[config.mk]
export PLATFORM = sky130hd
export DESIGN_NAME = boundary_scan_tap
export DESIGN_NICKNAME = d
export VERILOG_FILES = /design/src/tap_sync.v /design/src/boundary_scan_tap.v
export VERILOG_INCLUDE_DIRS = /design/src /design/src/src
export SDC_FILE = /design/constraint.sdc
export NUM_CORES = 1
export LEC_CHECK = 0
export BUFFER_PORTS_ARGS = -buffer_cell sky130_fd_sc_hd__buf_2
export CORE_MARGIN = 5
export CORE_UTILIZATION = 60
export CTS_CLUSTER_SIZE = 12
export DETAILED_ROUTE_END_ITERATION = 12
export PLACE_DENSITY_LB_ADDON = 0.25
export SLEW_MARGIN = 30
export SYNTH_ARGS = -nofsm -noshare
export SYNTH_HDL_FRONTEND = slang
export SYNTH_SLANG_ARGS = --single-unit
export TNS_END_PERCENT = 30
[constraint.sdc]
create_clock -name REF_CLK_IN -period 2.91 [get_ports REF_CLK_IN]
set_input_delay 0.582 -clock REF_CLK_IN [delete_from_list [all_inputs] [get_ports REF_CLK_IN]]
set_output_delay 0.582 -clock REF_CLK_IN [all_outputs]
set_load 0.1 [all_outputs]
[src/tap_defs.vh]
// Constants shared by the boundary scan test port and its input synchroniser.
`ifndef TAP_DEFS_VH
`define TAP_DEFS_VH

// Instruction register geometry and instruction codes.
`define IR_WIDTH 3
`define IR_CAPTURE 3'h1
`define INSTR_EXTEST 3'h0
`define INSTR_IDCODE 3'h1
`define INSTR_SAMPLE_Z 3'h2
`define INSTR_RSVD_A 3'h3
`define INSTR_SAMPLE_PRELOAD 3'h4
`define INSTR_RSVD_B 3'h5
`define INSTR_RSVD_C 3'h6
`define INSTR_BYPASS 3'h7

// Data register geometry.
`define ID_WIDTH 32
`define BSR_LEN 48
`define BSR_OE_CELL 47

// Data register selector codes.
`define SEL_BSR 2'h0
`define SEL_ID 2'h1
`define SEL_BYP 2'h2

// Input synchroniser layout: bit order of the sampled test pins.
`define PIN_COUNT 3
`define PIN_TCK 0
`define PIN_TMS 1
`define PIN_TDI 2
`define PIN_RESET 3'h6

`define STATE_WIDTH 4

`endif

[src/tap_sync.v]
// Two-flop synchroniser for the test pins entering the reference clock domain.
`include "tap_defs.vh"

module tap_sync #(
    parameter WIDTH = `PIN_COUNT,
    parameter [WIDTH-1:0] RESET_VALUE = `PIN_RESET
) (
    input wire clk_in,
    input wire srst_in,
    input wire [WIDTH-1:0] async_in,
    output reg [WIDTH-1:0] sync_out
);

    reg [WIDTH-1:0] stage1;

    // The first stage feeds only the second; nothing else may look at it.
    always @(posedge clk_in) begin
        if (srst_in) begin
            stage1 <= RESET_VALUE;
            sync_out <= RESET_VALUE;
        end else begin
            stage1 <= async_in;
            sync_out <= stage1;
        end
    end

endmodule

[src/boundary_scan_tap.v]
// Boundary scan test access port: controller, instruction and data registers.
`include "tap_defs.vh"

// Functional notes
// Sample TMS and TDI on TCK rise.
// TDO changes only on TCK fall.
// Unconnected TMS and TDI read as high.
// Shift in at MSB, out at LSB.
// Five TMS-high rising edges reset the port.
// Port reset leaves memory operation undisturbed.
// Power-up reset leaves TDO high impedance.
// Instruction selects exactly one data register.
// Three-bit instruction, five used, three reserved.
// Reset loads the identification instruction.
// Capture-IR loads binary 01 into low bits.
// New instruction takes effect at Update-IR.
// One-bit bypass, cleared when bypass executes.
// Boundary register captures and shifts pin ring.
// EXTEST, SAMPLE/PRELOAD, SAMPLE Z capture the ring.
// IDCODE captures and shifts 32-bit identity.
// SAMPLE Z floats output bus until Update-IR.
// TDO driven only in shift states.
// Bypass instruction puts bypass bit in path.
// EXTEST drives preloaded cells to output pins.
// Cell 47 gates output bus under EXTEST.
// Output-enable cell presets high in reset.
// Standard sixteen-state controller driven by TMS.
module boundary_scan_tap #(
    // Identity value is arbitrary; bit 0 is one as the scan convention asks.
    parameter [`ID_WIDTH-1:0] ID_VALUE = 32'h1234_5001
) (
    input wire REF_CLK_IN,
    input wire SRST_IN,
    input wire TCK_IN,
    input wire TMS_IN,
    input wire TDI_IN,
    output reg TDO_OUT,
    output reg TDO_OE_OUT,
    input wire [`BSR_LEN-1:0] RING_CAPTURE_IN,
    input wire SYS_OBUS_OE_IN,
    output reg [`BSR_LEN-1:0] RING_DRIVE_OUT,
    output reg EXTEST_ACTIVE_OUT,
    output reg OBUS_OE_OUT,
    output reg [`STATE_WIDTH-1:0] TAP_STATE_OUT,
    output reg [`IR_WIDTH-1:0] INSTR_OUT
);

    localparam [`STATE_WIDTH-1:0] ST_RESET = 4'h0;
    localparam [`STATE_WIDTH-1:0] ST_IDLE = 4'h1;
    localparam [`STATE_WIDTH-1:0] ST_SEL_DR = 4'h2;
    localparam [`STATE_WIDTH-1:0] ST_CAP_DR = 4'h3;
    localparam [`STATE_WIDTH-1:0] ST_SHIFT_DR = 4'h4;
    localparam [`STATE_WIDTH-1:0] ST_EXIT1_DR = 4'h5;
    localparam [`STATE_WIDTH-1:0] ST_PAUSE_DR = 4'h6;
    localparam [`STATE_WIDTH-1:0] ST_EXIT2_DR = 4'h7;
    localparam [`STATE_WIDTH-1:0] ST_UPD_DR = 4'h8;
    localparam [`STATE_WIDTH-1:0] ST_SEL_IR = 4'h9;
    localparam [`STATE_WIDTH-1:0] ST_CAP_IR = 4'hA;
    localparam [`STATE_WIDTH-1:0] ST_SHIFT_IR = 4'hB;
    localparam [`STATE_WIDTH-1:0] ST_EXIT1_IR = 4'hC;
    localparam [`STATE_WIDTH-1:0] ST_PAUSE_IR = 4'hD;
    localparam [`STATE_WIDTH-1:0] ST_EXIT2_IR = 4'hE;
    localparam [`STATE_WIDTH-1:0] ST_UPD_IR = 4'hF;

    // Picks the data register for an instruction; reserved codes fall back to bypass.
    function [1:0] select_of;
        input [`IR_WIDTH-1:0] instr;
        begin
            case (instr)
                `INSTR_EXTEST: select_of = `SEL_BSR;
                `INSTR_SAMPLE_PRELOAD: select_of = `SEL_BSR;
                `INSTR_SAMPLE_Z: select_of = `SEL_BSR;
                `INSTR_IDCODE: select_of = `SEL_ID;
                default: select_of = `SEL_BYP;
            endcase
        end
    endfunction

    wire [`PIN_COUNT-1:0] pins_sync;
    reg tck_prev;
    wire tck_now;
    wire tms;
    wire tdi;
    wire tck_rise;
    wire tck_fall;
    wire enter_reset;
    wire extest_now;
    wire shift_state;

    reg [`STATE_WIDTH-1:0] state;
    reg [`STATE_WIDTH-1:0] next_state;
    reg [`IR_WIDTH-1:0] ir_shift;
    reg [`IR_WIDTH-1:0] instr;
    reg bypass;
    reg [`ID_WIDTH-1:0] id_shift;
    reg [`BSR_LEN-1:0] bsr_shift;
    reg [`BSR_LEN-1:0] bsr_update;
    wire [1:0] dr_select;
    reg serial_bit;

    // Test pins cross into the reference domain; reset value keeps TMS and TDI high.
    // A floating pin cannot be seen from inside, so the pull-ups exist here only as
    // this reset value; on a board the pins still need their pull-ups.
    tap_sync #(
        .WIDTH(`PIN_COUNT),
        .RESET_VALUE(`PIN_RESET)
    ) u_pin_sync (
        .clk_in(REF_CLK_IN),
        .srst_in(SRST_IN),
        .async_in({TDI_IN, TMS_IN, TCK_IN}),
        .sync_out(pins_sync)
    );

    assign tck_now = pins_sync[`PIN_TCK];
    assign tms = pins_sync[`PIN_TMS];
    assign tdi = pins_sync[`PIN_TDI];

    always @(posedge REF_CLK_IN) begin
        if (SRST_IN) begin
            tck_prev <= 1'b0;
        end else begin
            tck_prev <= tck_now;
        end
    end

    // TMS and TDI are synchronised with TCK, so they are stable at its rise.
    assign tck_rise = tck_now & ~tck_prev;
    assign tck_fall = ~tck_now & tck_prev;

    assign dr_select = select_of(instr);
    assign extest_now = (instr == `INSTR_EXTEST);
    assign shift_state = (state == ST_SHIFT_DR) || (state == ST_SHIFT_IR);

    // The rise that leads into Test-Logic-Reset restores the reset contents at once,
    // so the old instruction never acts inside the reset state.
    assign enter_reset = tck_rise && (next_state == ST_RESET);

    // Sixteen-state controller; five TMS-high rises reach reset from anywhere.
    always @* begin
        next_state = state;
        case (state)
            ST_RESET: next_state = tms ? ST_RESET : ST_IDLE;
            ST_IDLE: next_state = tms ? ST_SEL_DR : ST_IDLE;
            ST_SEL_DR: next_state = tms ? ST_SEL_IR : ST_CAP_DR;
            ST_CAP_DR: next_state = tms ? ST_EXIT1_DR : ST_SHIFT_DR;
            ST_SHIFT_DR: next_state = tms ? ST_EXIT1_DR : ST_SHIFT_DR;
            ST_EXIT1_DR: next_state = tms ? ST_UPD_DR : ST_PAUSE_DR;
            ST_PAUSE_DR: next_state = tms ? ST_EXIT2_DR : ST_PAUSE_DR;
            ST_EXIT2_DR: next_state = tms ? ST_UPD_DR : ST_SHIFT_DR;
            ST_UPD_DR: next_state = tms ? ST_SEL_DR : ST_IDLE;
            ST_SEL_IR: next_state = tms ? ST_RESET : ST_CAP_IR;
            ST_CAP_IR: next_state = tms ? ST_EXIT1_IR : ST_SHIFT_IR;
            ST_SHIFT_IR: next_state = tms ? ST_EXIT1_IR : ST_SHIFT_IR;
            ST_EXIT1_IR: next_state = tms ? ST_UPD_IR : ST_PAUSE_IR;
            ST_PAUSE_IR: next_state = tms ? ST_EXIT2_IR : ST_PAUSE_IR;
            ST_EXIT2_IR: next_state = tms ? ST_UPD_IR : ST_SHIFT_IR;
            ST_UPD_IR: next_state = tms ? ST_SEL_DR : ST_IDLE;
            default: next_state = ST_RESET;
        endcase
    end

    always @(posedge REF_CLK_IN) begin
        if (SRST_IN) begin
            state <= ST_RESET;
        end else if (tck_rise) begin
            state <= next_state;
        end
    end

    // Instruction shift path: capture pattern first, then shift toward TDO.
    always @(posedge REF_CLK_IN) begin
        if (SRST_IN) begin
            ir_shift <= `IR_CAPTURE;
        end else if (tck_rise) begin
            if (state == ST_CAP_IR) begin
                ir_shift <= `IR_CAPTURE;
            end else if (state == ST_SHIFT_IR) begin
                ir_shift <= {tdi, ir_shift[`IR_WIDTH-1:1]};
            end
        end
    end

    // The applied instruction moves only at Update-IR and on entry to reset; a shift that is abandoned
    // through reset never reaches it.
    always @(posedge REF_CLK_IN) begin
        if (SRST_IN) begin
            instr <= `INSTR_IDCODE;
        end else if (enter_reset) begin
            instr <= `INSTR_IDCODE;
        end else if (tck_rise && state == ST_UPD_IR) begin
            instr <= ir_shift;
        end
    end

    // Bypass bit: zero on capture and whenever the bypass instruction is applied.
    always @(posedge REF_CLK_IN) begin
        if (SRST_IN) begin
            bypass <= 1'b0;
        end else if (tck_rise) begin
            if (state == ST_UPD_IR && select_of(ir_shift) == `SEL_BYP) begin
                bypass <= 1'b0;
            end else if (dr_select == `SEL_BYP) begin
                if (state == ST_CAP_DR) begin
                    bypass <= 1'b0;
                end else if (state == ST_SHIFT_DR) begin
                    bypass <= tdi;
                end
            end
        end
    end

    // Identity register: hardwired value loaded at capture, shifted toward TDO.
    always @(posedge REF_CLK_IN) begin
        if (SRST_IN) begin
            id_shift <= ID_VALUE;
        end else if (tck_rise && dr_select == `SEL_ID) begin
            if (state == ST_CAP_DR) begin
                id_shift <= ID_VALUE;
            end else if (state == ST_SHIFT_DR) begin
                id_shift <= {tdi, id_shift[`ID_WIDTH-1:1]};
            end
        end
    end

    // Boundary register: the ring is snapshot at capture; a changing pin may be
    // caught mid-transition, which is harmless but not repeatable.
    always @(posedge REF_CLK_IN) begin
        if (SRST_IN) begin
            bsr_shift <= {`BSR_LEN{1'b0}};
        end else if (tck_rise && dr_select == `SEL_BSR) begin
            if (state == ST_CAP_DR) begin
                bsr_shift <= RING_CAPTURE_IN;
            end else if (state == ST_SHIFT_DR) begin
                bsr_shift <= {tdi, bsr_shift[`BSR_LEN-1:1]};
            end
        end
    end

    // Preload latches; the output-enable cell is forced high while in reset.
    always @(posedge REF_CLK_IN) begin
        if (SRST_IN) begin
            bsr_update <= {`BSR_LEN{1'b0}};
            bsr_update[`BSR_OE_CELL] <= 1'b1;
        end else if (tck_rise) begin
            if (next_state == ST_RESET) begin
                bsr_update[`BSR_OE_CELL] <= 1'b1;
            end else if (state == ST_UPD_DR && (instr == `INSTR_EXTEST
                    || instr == `INSTR_SAMPLE_PRELOAD)) begin
                bsr_update <= bsr_shift;
            end
        end
    end

    always @* begin
        case (dr_select)
            `SEL_ID: serial_bit = id_shift[0];
            `SEL_BSR: serial_bit = bsr_shift[0];
            default: serial_bit = bypass;
        endcase
        if (state == ST_SHIFT_IR) begin
            serial_bit = ir_shift[0];
        end
    end

    // TDO and its enable move only on TCK fall, half a test cycle after the shift.
    always @(posedge REF_CLK_IN) begin
        if (SRST_IN) begin
            TDO_OUT <= 1'b0;
            TDO_OE_OUT <= 1'b0;
        end else if (tck_fall) begin
            TDO_OUT <= serial_bit;
            TDO_OE_OUT <= shift_state;
        end
    end

    // Controller status, copied out one reference cycle late for observation.
    always @(posedge REF_CLK_IN) begin
        if (SRST_IN) begin
            TAP_STATE_OUT <= ST_RESET;
            INSTR_OUT <= `INSTR_IDCODE;
        end else begin
            TAP_STATE_OUT <= state;
            INSTR_OUT <= instr;
        end
    end

    // Memory-facing controls; outside EXTEST and SAMPLE Z the memory runs untouched.
    always @(posedge REF_CLK_IN) begin
        if (SRST_IN) begin
            RING_DRIVE_OUT <= {`BSR_LEN{1'b0}};
            EXTEST_ACTIVE_OUT <= 1'b0;
            OBUS_OE_OUT <= 1'b0;
        end else begin
            RING_DRIVE_OUT <= bsr_update;
            EXTEST_ACTIVE_OUT <= extest_now;
            if (extest_now) begin
                OBUS_OE_OUT <= bsr_update[`BSR_OE_CELL];
            end else if (instr == `INSTR_SAMPLE_Z) begin
                OBUS_OE_OUT <= 1'b0;
            end else begin
                OBUS_OE_OUT <= SYS_OBUS_OE_IN;
            end
        end
    end

endmodule

=== Word-level counts from Yosys, hierarchy flattened ===
Cells that the tools add are included.
W data, S select, Z words.

* Equal/unequal tests: 24
* Mux-type cells: 33
* Bitwise gates (word level): 5
* Reductions and logical operators: 30

{| class="wikitable"
|+ Operators by type and width
! kind !! count
|-
| $mux W48 || 3
|-
| $mux W32 || 2
|-
| $pmux W4 S12 || 1
|-
| $eq A4 B4 Y1 const B || 8
|-
| $eq A4 B3 Y1 const B || 4
|-
| $mux W4 || 4
|-
| $mux W3 || 4
|-
| $mux W1 || 11
|-
| $mux W2 || 5
|-
| $reduce_or A3 Y1 || 3
|-
| $eq A4 B2 Y1 const B || 2
|-
| $logic_not A4 Y1 || 2
|-
| $pmux W2 S2 || 2
|-
| $reduce_and A2 Y1 || 4
|-
| $reduce_bool A2 Y1 || 4
|-
| $eq A3 B1 Y1 const B || 2
|-
| $eq A3 B2 Y1 const B || 2
|-
| $eq A3 B3 Y1 const B || 2
|-
| $logic_and A1 B1 Y1 || 6
|-
| $logic_not A3 Y1 || 2
|-
| $reduce_and A3 Y1 || 2
|-
| $reduce_or A2 Y1 || 3
|-
| $eq A2 B2 Y1 const B || 2
|-
| $eq A4 B1 Y1 const B || 1
|-
| 7 further kinds || 11
|}

* Flip-flop bits (word level): 205
* Input bits: 54
* Output and inout port bits: 59

=== Logic depth before layout (Yosys ltp) ===
Gate-level depths: netlist (run 1).

* Depth in word-level cells: 9
* Gate-level depth with buffers: 7
* Gate-level depth less buffers: 4

=== Cells and area by module ===
From an unflattened synthesis (run 1), not the netlist that was laid out.

* Cell total of the unflattened synthesis: 886
* Area, all modules: 7912.6 µm²

{| class="wikitable"
|+ By module, submodules not included
! module !! instances !! cells an instance !! area each (µm²)
|-
| boundary_scan_tap || 1 || 874 || 7754.9
|-
| tap_sync || 1 || 12 || 157.7
|}

=== Worst setup path before layout (run 1) ===
No wires, ideal clock.

* Kind: reg2out
* Start: reg TDO_OE_OUT
* End: out TDO_OE_OUT
* Arrival: 0.925 ns
* Required time: 2.328 ns
* Setup slack: 1.403 ns
* Stages on the path, launching flop included: 1
* Path buffers: 0
* Cells stage by stage: dfxtp_1

{| class="wikitable"
|+ RTL lines
! item !! line !! text
|-
| start, declared || boundary_scan_tap.v:38 || <nowiki>output reg TDO_OE_OUT,</nowiki>
|-
| start signal, assigned || boundary_scan_tap.v:272 || <nowiki>TDO_OE_OUT <= shift_state;</nowiki>
|}

No word-level cell between the ends.

=== Worst setup path after layout (run 1) ===
* Start: reg state[3]
* End: reg bsr_shift[4]

* Word-level cells in the longest chain between the ends: 3

{| class="wikitable"
|+ Ends and longest elaborated chain
! item !! line !! text
|-
| start, declared || boundary_scan_tap.v:90 || <nowiki>reg [`STATE_WIDTH-1:0] state;</nowiki>
|-
| start signal, assigned || boundary_scan_tap.v:166 || <nowiki>state <= next_state;</nowiki>
|-
| $eq A4 B2 Y1 or $eq A4 B3 Y1 (tied branches) || boundary_scan_tap.v:231, boundary_scan_tap.v:233 ||
|-
| $reduce_bool A2 Y1 (no line) || - ||
|-
| $reduce_and A2 Y1 (no line) || - ||
|-
| end signal, assigned || boundary_scan_tap.v:229 || <nowiki>bsr_shift <= {`BSR_LEN{1'b0}};</nowiki>
|-
| end signal, assigned || boundary_scan_tap.v:234 || <nowiki>bsr_shift <= {tdi, bsr_shift[`BSR_LEN-1:1]};</nowiki>
|-
| end, declared || boundary_scan_tap.v:96 || <nowiki>reg [`BSR_LEN-1:0] bsr_shift;</nowiki>
|}

Several ways; a longest one is shown, not always the timed one.
A chain may end at the register's enable or synchronous reset.

==> results of run 1 <==
sequential cells by signal, indices dropped and copies added, names as in the netlist:
signal and count:
state 4, u_pin_sync.stage1 3, ir_shift 3, instr 3, bsr_shift 48, tck_prev 1
TDO_OE_OUT 1, TDO_OUT 1, INSTR_OUT 3, OBUS_OE_OUT 1, TAP_STATE_OUT 4, id_shift 32
bypass 1, u_pin_sync.sync_out 3, RING_DRIVE_OUT 48, bsr_update 48, EXTEST_ACTIVE_OUT 1
worst paths after layout:
check / startpoint / end / slack [ns] / cells past startpoint
max: state[3]$_SDFFE_PP0P_ / bsr_shift[4]$_SDFFE_PP0P_ / 0.62 / 5
min: TDI_IN / u_pin_sync.stage1[2]$_SDFF_PP1_ / 0.28 / 2
max reg2reg: state[3]$_SDFFE_PP0P_ / bsr_shift[4]$_SDFFE_PP0P_ / 0.62 / 5
min reg2reg: u_pin_sync.stage1[1]$_SDFF_PP1_ / u_pin_sync.sync_out[1]$_SDFF_PP1_ / 0.40 / 1
cells in the mapped netlist (2+ instances only):
cell type and n:
nand2_1 225, and2_1 2, nor4_1 2, dfxtp_1 205, nand3_1 31, maj3_1 2
or2_2 6, buf_4 4, nand2b_1 5, a211oi_1 3, nor2b_1 62, nand4_1 2
a31oi_1 2, a311oi_1 6, buf_2 22, buf_1 6, inv_1 2, nor3b_1 3
o21bai_1 10, a311oi_2 43, o211a_1 2, clkbuf_1 37, a21oi_1 84, o21ai_0 6
buf_6 5, nor2_1 70, nor3_1 10, nor3b_2 2
power by group:
group	leakage, nW	switching (W)	internal [W]
Combinational	1.33	0.000108	0.0000556
Sequential	1.65	0.0000102	0.00282
Clock	0.282	0.000990	0.00134
cell usage in the layout, fill, tap and decap left out, types with 2 or more instances in the layout:
cell type / synthesis / final
clkbuf_1: 37 / 6
nand2_1: 225 / 225
maj3_1: 2 / 2
nand3_1: 31 / 30
buf_2: 22 / 111
dfxtp_1: 205 / 205
o21ai_0: 6 / 6
nor3b_2: 2 / 2
inv_1: 2 / 2
nand2b_1: 5 / 5
nand4_1: 2 / 2
and2_1: 2 / 2
nor4_1: 2 / 2
a311oi_2: 43 / 43
nor2_1: 70 / 70
a31oi_1: 2 / 2
a211oi_1: 3 / 3
nor2b_1: 62 / 62
nor3_1: 10 / 10
clkbuf_16: 0 / 21
or2_2: 6 / 6
buf_12: 0 / 6
nor3b_1: 3 / 3
buf_4: 4 / 12
a311oi_1: 6 / 6
o21bai_1: 10 / 10
a21oi_1: 84 / 84
routing by layer:
layer	track usage (%)	part of all wire (%)	up-vias
met4	6.641	2.5	0
met3	3.559	5.0	31
li1	-	-	3130
met5	0	0	-
met2	33.91	47	148
met1	28.13	45	2861
area by class of cell:
type / count / area [um^2] / share of cell area, %
well taps: 172 / 215.2 / 2.373
clock inverters: 2 / 13.76 / 0.1517
multi-input cells: 602 / 3391 / 37.38
repair buffers: 130 / 777.0 / 8.567
clock buffers: 28 / 561.8 / 6.194
inverters: 2 / 7.507 / 0.08277
flip-flops and latches: 205 / 4104 / 45.25
cell families after synthesis:
kind of cell	Yosys count	synth area share [%]
simple gates	429	24.67
flops	205	52.31
compound gates	169	17.80
buf+inv	77	4.721
fa+ha+maj	2	0.2552
xor+xnor	1	0.1117
mux	1	0.1276
worst max-delay path: stages (launching register included):
cell	delay, ns
dfxtp_1	0.79
nor2_1	0.17
nand3_2	0.11
buf_4	0.59
nand2_1	0.17
a311oi_2	0.32
per-stage QoR:
stage	setup WS, ns	hold WS, ns	area [um^2]
floorplan	1.403	0.3895	7845
global placement	0.8011	0.3923	8494
finish	0.6243	0.2769	9070
detailed placement	0.7307	0.3937	8494
CTS	0.6644	0.2598	9070
global route	0.4770	0.2731	9070
==> impl_metrics.py, run 1 <==
metrics = {
    "outcome": {
        "outcome": "completed",
    },
    "grt": {
        "grt_overflow": 0,
        "grt_pass1_vias": 5734,
        "grt_first_pass_wirelength_mm": 27.95,
        "grt_max_degree": 97,
        "antenna_found_initial": 0,
        "grt_usage_pct": 20.77,
    },
    "detailed_routing": {
        "first_pass_iters": 4,
        "dr.first_iter.drc_count": 410,
        "wl_per_cell_um": 14.33,
        "num_vias": 6170,
        "route.detailed.drc": 0,
        "drtAntennaViolNets": 0,
        "viasPerCell": 5.408,
        "drt-total-wl_mm": 16.35,
    },
    "clock_tree": {
        "cts_resized": 0,
        "clockBufferDepth": 3,
        "root_buffer": "clkbuf_16",
        "hold_buffers": 0,
        "clk_pin_slew_ns": 0.06,
        "cts_tree": "built",
        "post_cts_buffers": 0,
        "cts_inserted_buffers": 21,
        "clk_latency_ns": 0.49,
        "cts.sinks": 205,
        "htreeDepth": 1,
    },
    "logic_synthesis": {
        "syn_nets": 938,
        "synth.distinct_cells": 53,
        "synthCells": 884,
        "yosysSeqAreaShare_pct": 52.31,
        "synthTopCellsByArea": "dfxtp_1, nand2_1, a311oi_2",
        "synth-async-reset-ratio_pct": 0,
        "synth_top_area_cell": "dfxtp_1",
        "synth_edf_count": 0,
        "ys_ff_latch": 205,
        "syn_area_um2": 7845,
        "synth_top_area_share_pct": 52.31,
        "synth_top_flop_cell": "dfxtp_1",
        "yosys_warnings": 0,
        "synth_area_per_cell_um2": 8.874,
    },
    "placed_design": {
        "hpwl_mm": 10.42,
        "portBuffers": 112,
        "globalplace.congestion": 0.8270,
        "dp.cells": 1111,
    },
    "pwr": {
        "p_leak_nw": 3.266,
        "irDropWorstVdd_uv": 425.4,
        "total_power_w": 0.005315,
        "power_density_nw_per_um2": 586.0,
    },
    "finish": {
        "final_util_pct": 71.29,
        "syn_to_final_growth_pct": 15.61,
        "final_cells": 1141,
        "diodes": 0,
        "fin_nets": 1016,
        "num-fill-cells": 986,
        "drive_gt1_share_pct": 21.98,
    },
    "timing": {
        "setup_violations": 0,
        "finalHoldViolations": 0,
        "tns_ns": 0,
        "worst_pin_slew_ns": 0.7531,
        "period_needed_ns": 2.286,
        "rsz0062_at_grt": "no",
        "fmax_ghz": 0.4375,
        "period_share_pct": 78.55,
        "max_slew_margin_pct": 49.79,
        "slew_violations": 0,
        "clock_skew_ns": 0.005998,
    },
    "die": {
        "chipWidth_um": 124.3,
        "pin_count": 113,
        "die_h_um": 124.3,
        "start_util_pct": 61.66,
        "die_area_um2": 15460,
        "fp-row-count": 41,
        "core_um2": 12720,
    },
    "setup_path": {
        "start_kind": "register",
        "worstPathRequired_ns": 3.30,
        "worst-setup-path-type": "register to register",
        "worstPathArrival_ns": 2.68,
        "crit_path_max_fanout": 72,
        "worstSetupEndpointType": "register",
    },
    "flow_run": {
        "maxCapViolations": 0,
    },
    "min_path": {
        "hold_class": "input port to register",
    },
}
Power figures use the tool's default switching activity.
==> inputs of run 2 (changes only) <==
--- a/config.mk
+++ b/config.mk
@@ -6,9 +6,10 @@
 export SDC_FILE = /design/constraint.sdc
 export NUM_CORES = 1
 export LEC_CHECK = 0
+export ABC_AREA = 1
 export BUFFER_PORTS_ARGS = -buffer_cell sky130_fd_sc_hd__buf_2
 export CORE_MARGIN = 5
-export CORE_UTILIZATION = 60
+export CORE_UTILIZATION = 56
 export CTS_CLUSTER_SIZE = 12
 export DETAILED_ROUTE_END_ITERATION = 12
 export PLACE_DENSITY_LB_ADDON = 0.25
==> constraint.sdc (replaced) <==
create_clock -name REF_CLK_IN -period 2.3 [get_ports REF_CLK_IN]
set_input_delay 0.46 -clock REF_CLK_IN [delete_from_list [all_inputs] [get_ports REF_CLK_IN]]
set_output_delay 0.46 -clock REF_CLK_IN [all_outputs]
set_load 0.1 [all_outputs]
==> run 2 against run 1 <==
Wire length fell by 3.2%. Count of clock-buffer cells in the layout rose by 3. Critical path depth rose by 4. Non-clock buffer count fell by 5. Combinational power rose by 52%. Flip-flop and latch count did not move. First-iteration DRC count rose by 47%. Design area fell by 2.8%. Critical endpoint is now bsr_shift[3]$_SDFFE_PP0P_. Highest routed layer unchanged.
==> impl_metrics.py, run 2 <==
metrics = {
    "outcome": {
        "outcome": "completed",
    },
    "grt": {
        "grt_usage_pct": 19.33,
        "grt_pass1_vias": 5709,
        "grt_max_degree": 76,
        "grt_first_pass_wirelength_mm": 26.72,
        "antenna_found_initial": 0,
        "grt_overflow": 0,
    },
    "setup_path": {
        "worst-setup-path-type": "register to register",
        "rr_worst_depth": 9,
        "crit_path_end": "bsr_shift[3]$_SDFFE_PP0P_",
        "timing.rr.end": "bsr_shift[3]$_SDFFE_PP0P_",
        "worstPathArrival_ns": 2.26,
        "crit_path_max_fanout": 24,
        "reg2reg_from": "state[1]$_SDFFE_PP0P_",
        "start_kind": "register",
        "crit_path_start": "state[1]$_SDFFE_PP0P_",
        "worstSetupEndpointType": "register",
        "r2r_setup_slack_ns": 0.39,
        "worstPathRequired_ns": 2.66,
    },
    "timing": {
        "clock_skew_ns": 0.007401,
        "finalHoldViolations": 0,
        "period_share_pct": 82.87,
        "slew_violations": 0,
        "fmax_ghz": 0.5246,
        "layout_setup_ws_ns": 0.3939,
        "tns_ns": 0,
        "setup_violations": 0,
        "worst_pin_slew_ns": 0.7805,
        "period_needed_ns": 1.906,
        "max_slew_margin_pct": 47.97,
        "rsz0062_at_grt": "no",
    },
    "logic_synthesis": {
        "ys_ff_latch": 205,
        "synth-async-reset-ratio_pct": 0,
        "syn_area_um2": 7530,
        "synth_top_area_share_pct": 54.50,
        "synth_area_per_cell_um2": 8.149,
        "yosysMostFrequentCell": "dfxtp_1",
        "synthCells": 924,
        "yosys_warnings": 0,
        "synth.distinct_cells": 29,
        "synthTopCellsByArea": "dfxtp_1, nand2_1, nor2_1",
        "synth_top_flop_cell": "dfxtp_1",
        "synth_edf_count": 0,
        "yosys-top-cells-count": "dfxtp_1, nand2_1, nor2_1, inv_1, a21oi_1",
        "synth_top_area_cell": "dfxtp_1",
        "yosysSeqAreaShare_pct": 54.50,
        "syn_nets": 978,
    },
    "finish": {
        "mostFrequentLayoutCells": "dfxtp_1, nand2_1, buf_2",
        "syn_to_final_growth_pct": 17.12,
        "postLayoutCellArea_um2": 8818,
        "layout_commonest_cell": "dfxtp_1",
        "fin_nets": 1065,
        "drive_gt1_share_pct": 19.22,
        "diodes": 0,
        "largest_registers": "RING_DRIVE_OUT: 48 flops, bsr_shift: 48 flops, bsr_update: 48 flops",
    },
    "pwr": {
        "pwr-share-clk_pct": 45.7,
        "irDropWorstVdd_uv": 486.3,
        "cellInternalPower_w": 0.005574,
        "power.switching_w": 0.001477,
        "combPwrFrac_pct": 3.5,
        "total_power_w": 0.007051,
        "p_leak_nw": 3.666,
        "power_density_nw_per_um2": 799.6,
        "switching_share_pct": 20.94,
        "seqPwrFrac_pct": 50.8,
    },
    "die": {
        "die_h_um": 126.0,
        "start_util_pct": 57.09,
        "core_um2": 13190,
        "pin_count": 113,
        "fp-row-count": 42,
        "chipWidth_um": 126.0,
        "die_area_um2": 15860,
    },
    "clock_tree": {
        "cts_tree": "built",
        "cts_resized": 0,
        "clk_latency_ns": 0.48,
        "cts.sinks": 205,
        "htreeDepth": 1,
        "clk_pin_slew_ns": 0.06,
        "clockBufferDepth": 3,
        "post_cts_buffers": 0,
        "hold_buffers": 0,
        "root_buffer": "clkbuf_16",
        "cts_inserted_buffers": 22,
    },
    "min_path": {
        "min-delay-start": "TDI_IN",
        "hold_class": "input port to register",
    },
    "placed_design": {
        "pre_cts_slack_ns": 0.4402,
        "place_area_um2": 8157,
        "hpwl_mm": 9.981,
        "portBuffers": 112,
        "globalplace.congestion": 0.7992,
    },
    "flow_run": {
        "maxCapViolations": 0,
    },
    "detailed_routing": {
        "top_layer_used": "met4",
        "wl_per_cell_um": 13.23,
        "viasPerCell": 5.174,
        "route.detailed.drc": 0,
        "met1_length_mm": 7.366,
        "wl_met2_mm": 7.383,
        "num_vias": 6188,
        "drtAntennaViolNets": 0,
        "dr.first_iter.drc_count": 601,
        "drt-total-wl_mm": 15.82,
        "wl_met3_um": 786,
        "first_pass_iters": 5,
    },
}
## run 2: cell type report
| type | count | area (um^2) |
|---|---|---|
| flip-flops and latches | 205 | 4104 |
| inverters | 101 | 379.1 |
| repair buffers | 125 | 710.7 |
| fillers | 1103 | 4372 |
| multi-input cells | 556 | 2743 |
| well taps | 176 | 220.2 |
| clock inverters | 2 | 16.27 |
| clock buffers | 31 | 645.6 |
## run 2: per-stage QoR
stage          hold slack [ns]  util [%]  instances
6_report                0.1601     66.86       1196
5_1_grt                 0.1625     66.86       1196
4_1_cts                 0.1429     66.86       1196
3_5_place_dp            0.3977     61.84       1163
3_3_place_gp            0.3957     61.84       1163
2_1_floorplan           0.3883         -        924
## run 2: how the worst min path moves through the flow
stage                                                    to  slack (ns)  cells past startpoint
after floorplan           u_pin_sync.sync_out[0]$_SDFF_PP0_        0.39                      2
after global placement    u_pin_sync.sync_out[2]$_SDFF_PP1_        0.40                      1
after detailed placement  u_pin_sync.sync_out[2]$_SDFF_PP1_        0.40                      1
after CTS                   u_pin_sync.stage1[2]$_SDFF_PP1_        0.14                      2
after global routing        u_pin_sync.stage1[2]$_SDFF_PP1_        0.16                      2
final                       u_pin_sync.stage1[2]$_SDFF_PP1_        0.16                      2
## run 2: power by group through the flow
stage / sequential [W] / clock (W) / combinational (W)
after floorplan: 0.00369 / 0 / 0.000119
after global placement: 0.00366 / 0 / 0.000248
after detailed placement: 0.00366 / 0 / 0.000247
after CTS: 0.00358 / 0.00329 / 0.000248
after global routing: 0.00358 / 0.00343 / 0.000273
final: 0.00358 / 0.00322 / 0.000249
## run 2: logic make-up after synthesis
group,after synthesis,synth area share (%)
simple gates,315,17.12
compound gates,241,19.31
flops,205,54.50
buf+inv,163,9.073
## run 2: critical path, cell delays in order, from the launching register on
cell and delay (ns):
dfxtp_1 0.44, nand2_1 0.12, inv_2 0.09, nand2_2 0.09
nand2_1 0.12, nand2_2 0.10, nor2_8 0.30, inv_2 0.25
o21ai_1 0.20, a21oi_1 0.06
## run 2: layer usage
| layer | global-route usage, % | vias to the layer above |
|---|---|---|
| li1 | - | 3181 |
| met1 | 26.11 | 2852 |
| met2 | 32.58 | 134 |
| met3 | 3.556 | 21 |
| met4 | 4.164 | 0 |
| met5 | 0 | - |
==> inputs of run 3 (changes only) <==
--- a/config.mk
+++ b/config.mk
@@ -6,10 +6,10 @@
 export SDC_FILE = /design/constraint.sdc
 export NUM_CORES = 1
 export LEC_CHECK = 0
-export ABC_AREA = 1
+export ABC_AREA = 0
 export BUFFER_PORTS_ARGS = -buffer_cell sky130_fd_sc_hd__buf_2
 export CORE_MARGIN = 5
-export CORE_UTILIZATION = 56
+export CORE_UTILIZATION = 57
 export CTS_CLUSTER_SIZE = 12
 export DETAILED_ROUTE_END_ITERATION = 12
 export PLACE_DENSITY_LB_ADDON = 0.25
==> constraint.sdc (replaced) <==
create_clock -name REF_CLK_IN -period 1.9 [get_ports REF_CLK_IN]
set_input_delay 0.38 -clock REF_CLK_IN [delete_from_list [all_inputs] [get_ports REF_CLK_IN]]
set_output_delay 0.38 -clock REF_CLK_IN [all_outputs]
set_load 0.1 [all_outputs]
==> run 3 against run 2 <==
Critical path depth decreased by 4. Cell count decreased by 3.2%. Clock power increased by 22%. First-iteration DRC count decreased by 14%. Core utilization increased by 2.5 points. Die area increased by 2.2%. Worst setup slack got worse by 0.21 ns. Register-to-register slack got worse by 0.21 ns. Maximum frequency increased by 11%. Via count increased by 1.5%. Power increased by 21%. Critical path type unchanged. Largest power group unchanged.
==> impl_metrics.py, run 3 (synthesized netlist as in run 1, its figures left out) <==
metrics = {
    "outcome": {
        "outcome": "completed",
    },
    "detailed_routing": {
        "drt-total-wl_mm": 17.01,
        "viasPerCell": 5.424,
        "route.detailed.drc": 0,
        "wl_per_cell_um": 14.69,
        "first_pass_iters": 6,
        "dr.first_iter.drc_count": 515,
        "num_vias": 6281,
        "drtAntennaViolNets": 0,
    },
    "setup_path": {
        "timing.critical_path.buf_inv": 1,
        "worstPathArrival_ns": 2.11,
        "rr_worst_depth": 5,
        "crit_path_end": "bsr_shift[22]$_SDFFE_PP0P_",
        "worstPathRequired_ns": 2.30,
        "start_kind": "register",
        "worst-setup-path-type": "register to register",
        "worstPathCellList": "nor3b_2, o211a_4, buf_12, nor2_1, a311oi_2",
        "timing.rr.end": "bsr_shift[22]$_SDFFE_PP0P_",
        "worstSetupEndpointType": "register",
        "crit_path_start": "state[3]$_SDFFE_PP0P_",
        "reg2reg_from": "state[3]$_SDFFE_PP0P_",
        "max_stage_delay_ns": 0.39,
        "critical_path_depth": 5,
        "critical-path-top-delay-family": "compound AO/OA/AOI/OAI gates",
        "crit_path_max_fanout": 49,
        "r2r_setup_slack_ns": 0.19,
        "crit_slowest_cell": "dfxtp_1",
    },
    "timing": {
        "worst_pin_slew_ns": 0.5014,
        "slew_violations": 0,
        "layout_setup_ws_ns": 0.1863,
        "finalHoldViolations": 0,
        "holdWs_ns": 0.07260,
        "setup_violations": 0,
        "max_slew_margin_pct": 66.80,
        "period_needed_ns": 1.714,
        "period_share_pct": 90.19,
        "clock_skew_ns": 0.01101,
        "tns_ns": 0,
        "fmax_ghz": 0.5835,
        "rsz0062_at_grt": "no",
    },
    "finish": {
        "multi_input_area_um2": 3393,
        "fin_nets": 1025,
        "syn_to_final_growth_pct": 18.05,
        "diodes": 0,
        "final_cells": 1158,
        "layout_commonest_cell": "nand2_1",
        "mostFrequentLayoutCells": "nand2_1, dfxtp_1, buf_2",
        "largest_registers": "RING_DRIVE_OUT: 48 flops, bsr_shift: 48 flops, bsr_update: 48 flops",
        "seqCellArea_um2": 4104,
        "num-fill-cells": 1099,
        "drive_gt1_share_pct": 23.12,
    },
    "clock_tree": {
        "htreeDepth": 1,
        "clk_pin_slew_ns": 0.06,
        "cts_resized": 0,
        "root_buffer": "clkbuf_16",
        "post_cts_buffers": 0,
        "clockBufferDepth": 3,
        "cts_inserted_buffers": 22,
        "cts_tree": "built",
        "hold_buffers": 0,
        "clk_latency_ns": 0.49,
        "cts.sinks": 205,
    },
    "placed_design": {
        "dp.cells": 1123,
        "pre_cts_slack_ns": 0.1874,
        "portBuffers": 112,
        "globalplace.congestion": 0.8461,
        "hpwl_mm": 10.89,
    },
    "die": {
        "pin_count": 113,
        "chipWidth_um": 127.3,
        "die_h_um": 127.3,
        "start_util_pct": 58.77,
        "die_area_um2": 16210,
        "core_um2": 13350,
        "fp-row-count": 42,
    },
    "pwr": {
        "p_leak_nw": 3.367,
        "switching_share_pct": 20.97,
        "pwr-share-clk_pct": 46.2,
        "cellInternalPower_w": 0.006737,
        "seqPwrFrac_pct": 50.7,
        "power.switching_w": 0.001788,
        "power_density_nw_per_um2": 920.5,
        "combPwrFrac_pct": 3.0,
        "irDropWorstVdd_uv": 655.8,
    },
    "grt": {
        "grt_first_pass_wirelength_mm": 28.23,
        "use_met3_pct": 3.631,
        "grt_max_degree": 66,
        "grt_most_used_layer": "met2",
        "use_met1_pct": 29.14,
        "antenna_found_initial": 0,
        "grt_usage_pct": 20.57,
        "grt_overflow": 0,
        "use_met2_pct": 32.98,
        "grt_pass1_vias": 5902,
    },
    "flow_run": {
        "maxCapViolations": 0,
    },
    "min_path": {
        "hold_class": "input port to register",
    },
}
[run 3: how the worst min path moves through the flow]
stage,startpoint,cells after the start,slack (ns),to
floorplan,u_pin_sync.stage1[1]$_SDFF_PP1_,1,0.39,u_pin_sync.sync_out[1]$_SDFF_PP1_
global placement,u_pin_sync.stage1[1]$_SDFF_PP1_,1,0.39,u_pin_sync.sync_out[1]$_SDFF_PP1_
detailed placement,u_pin_sync.stage1[2]$_SDFF_PP1_,1,0.39,u_pin_sync.sync_out[2]$_SDFF_PP1_
CTS,TMS_IN,2,0.06,u_pin_sync.stage1[1]$_SDFF_PP1_
global route,TMS_IN,2,0.07,u_pin_sync.stage1[1]$_SDFF_PP1_
finish,TMS_IN,2,0.07,u_pin_sync.stage1[1]$_SDFF_PP1_
[run 3: stage by stage]
step | cell area (um^2) | utilization, % | total power [W]
4_1_cts | 9259 | 69.37 | 0.008598
6_report | 9261 | 69.39 | 0.008525
5_1_grt | 9261 | 69.39 | 0.008820
3_3_place_gp | 8597 | 64.41 | 0.004677
2_1_floorplan | 7845 | - | 0.004571
3_5_place_dp | 8597 | 64.41 | 0.004677
[run 3: area by class of cell]
cell class	count	share of cell area [%]
repair buffers	138	9.443
flip-flops and latches	205	44.31
well taps	176	2.378
inverters	2	0.08106
multi-input cells	602	36.64
clock inverters	5	0.6620
clock buffers	30	6.485
[run 3: power groups by stage]
stage	Sequential, W	Clock (W)	Combinational, W
5_1_grt	0.00432	0.00422	0.000280
6_report	0.00432	0.00394	0.000259
4_1_cts	0.00432	0.00401	0.000259
3_5_place_dp	0.00442	0	0.000258
3_3_place_gp	0.00442	0	0.000259
2_1_floorplan	0.00445	0	0.000123
[run 3: layer usage]
metal,vias up,wire length (um)
li1,3155,-
met4,0,236
met3,21,924
met5,-,0
met2,153,7912
met1,2952,7937
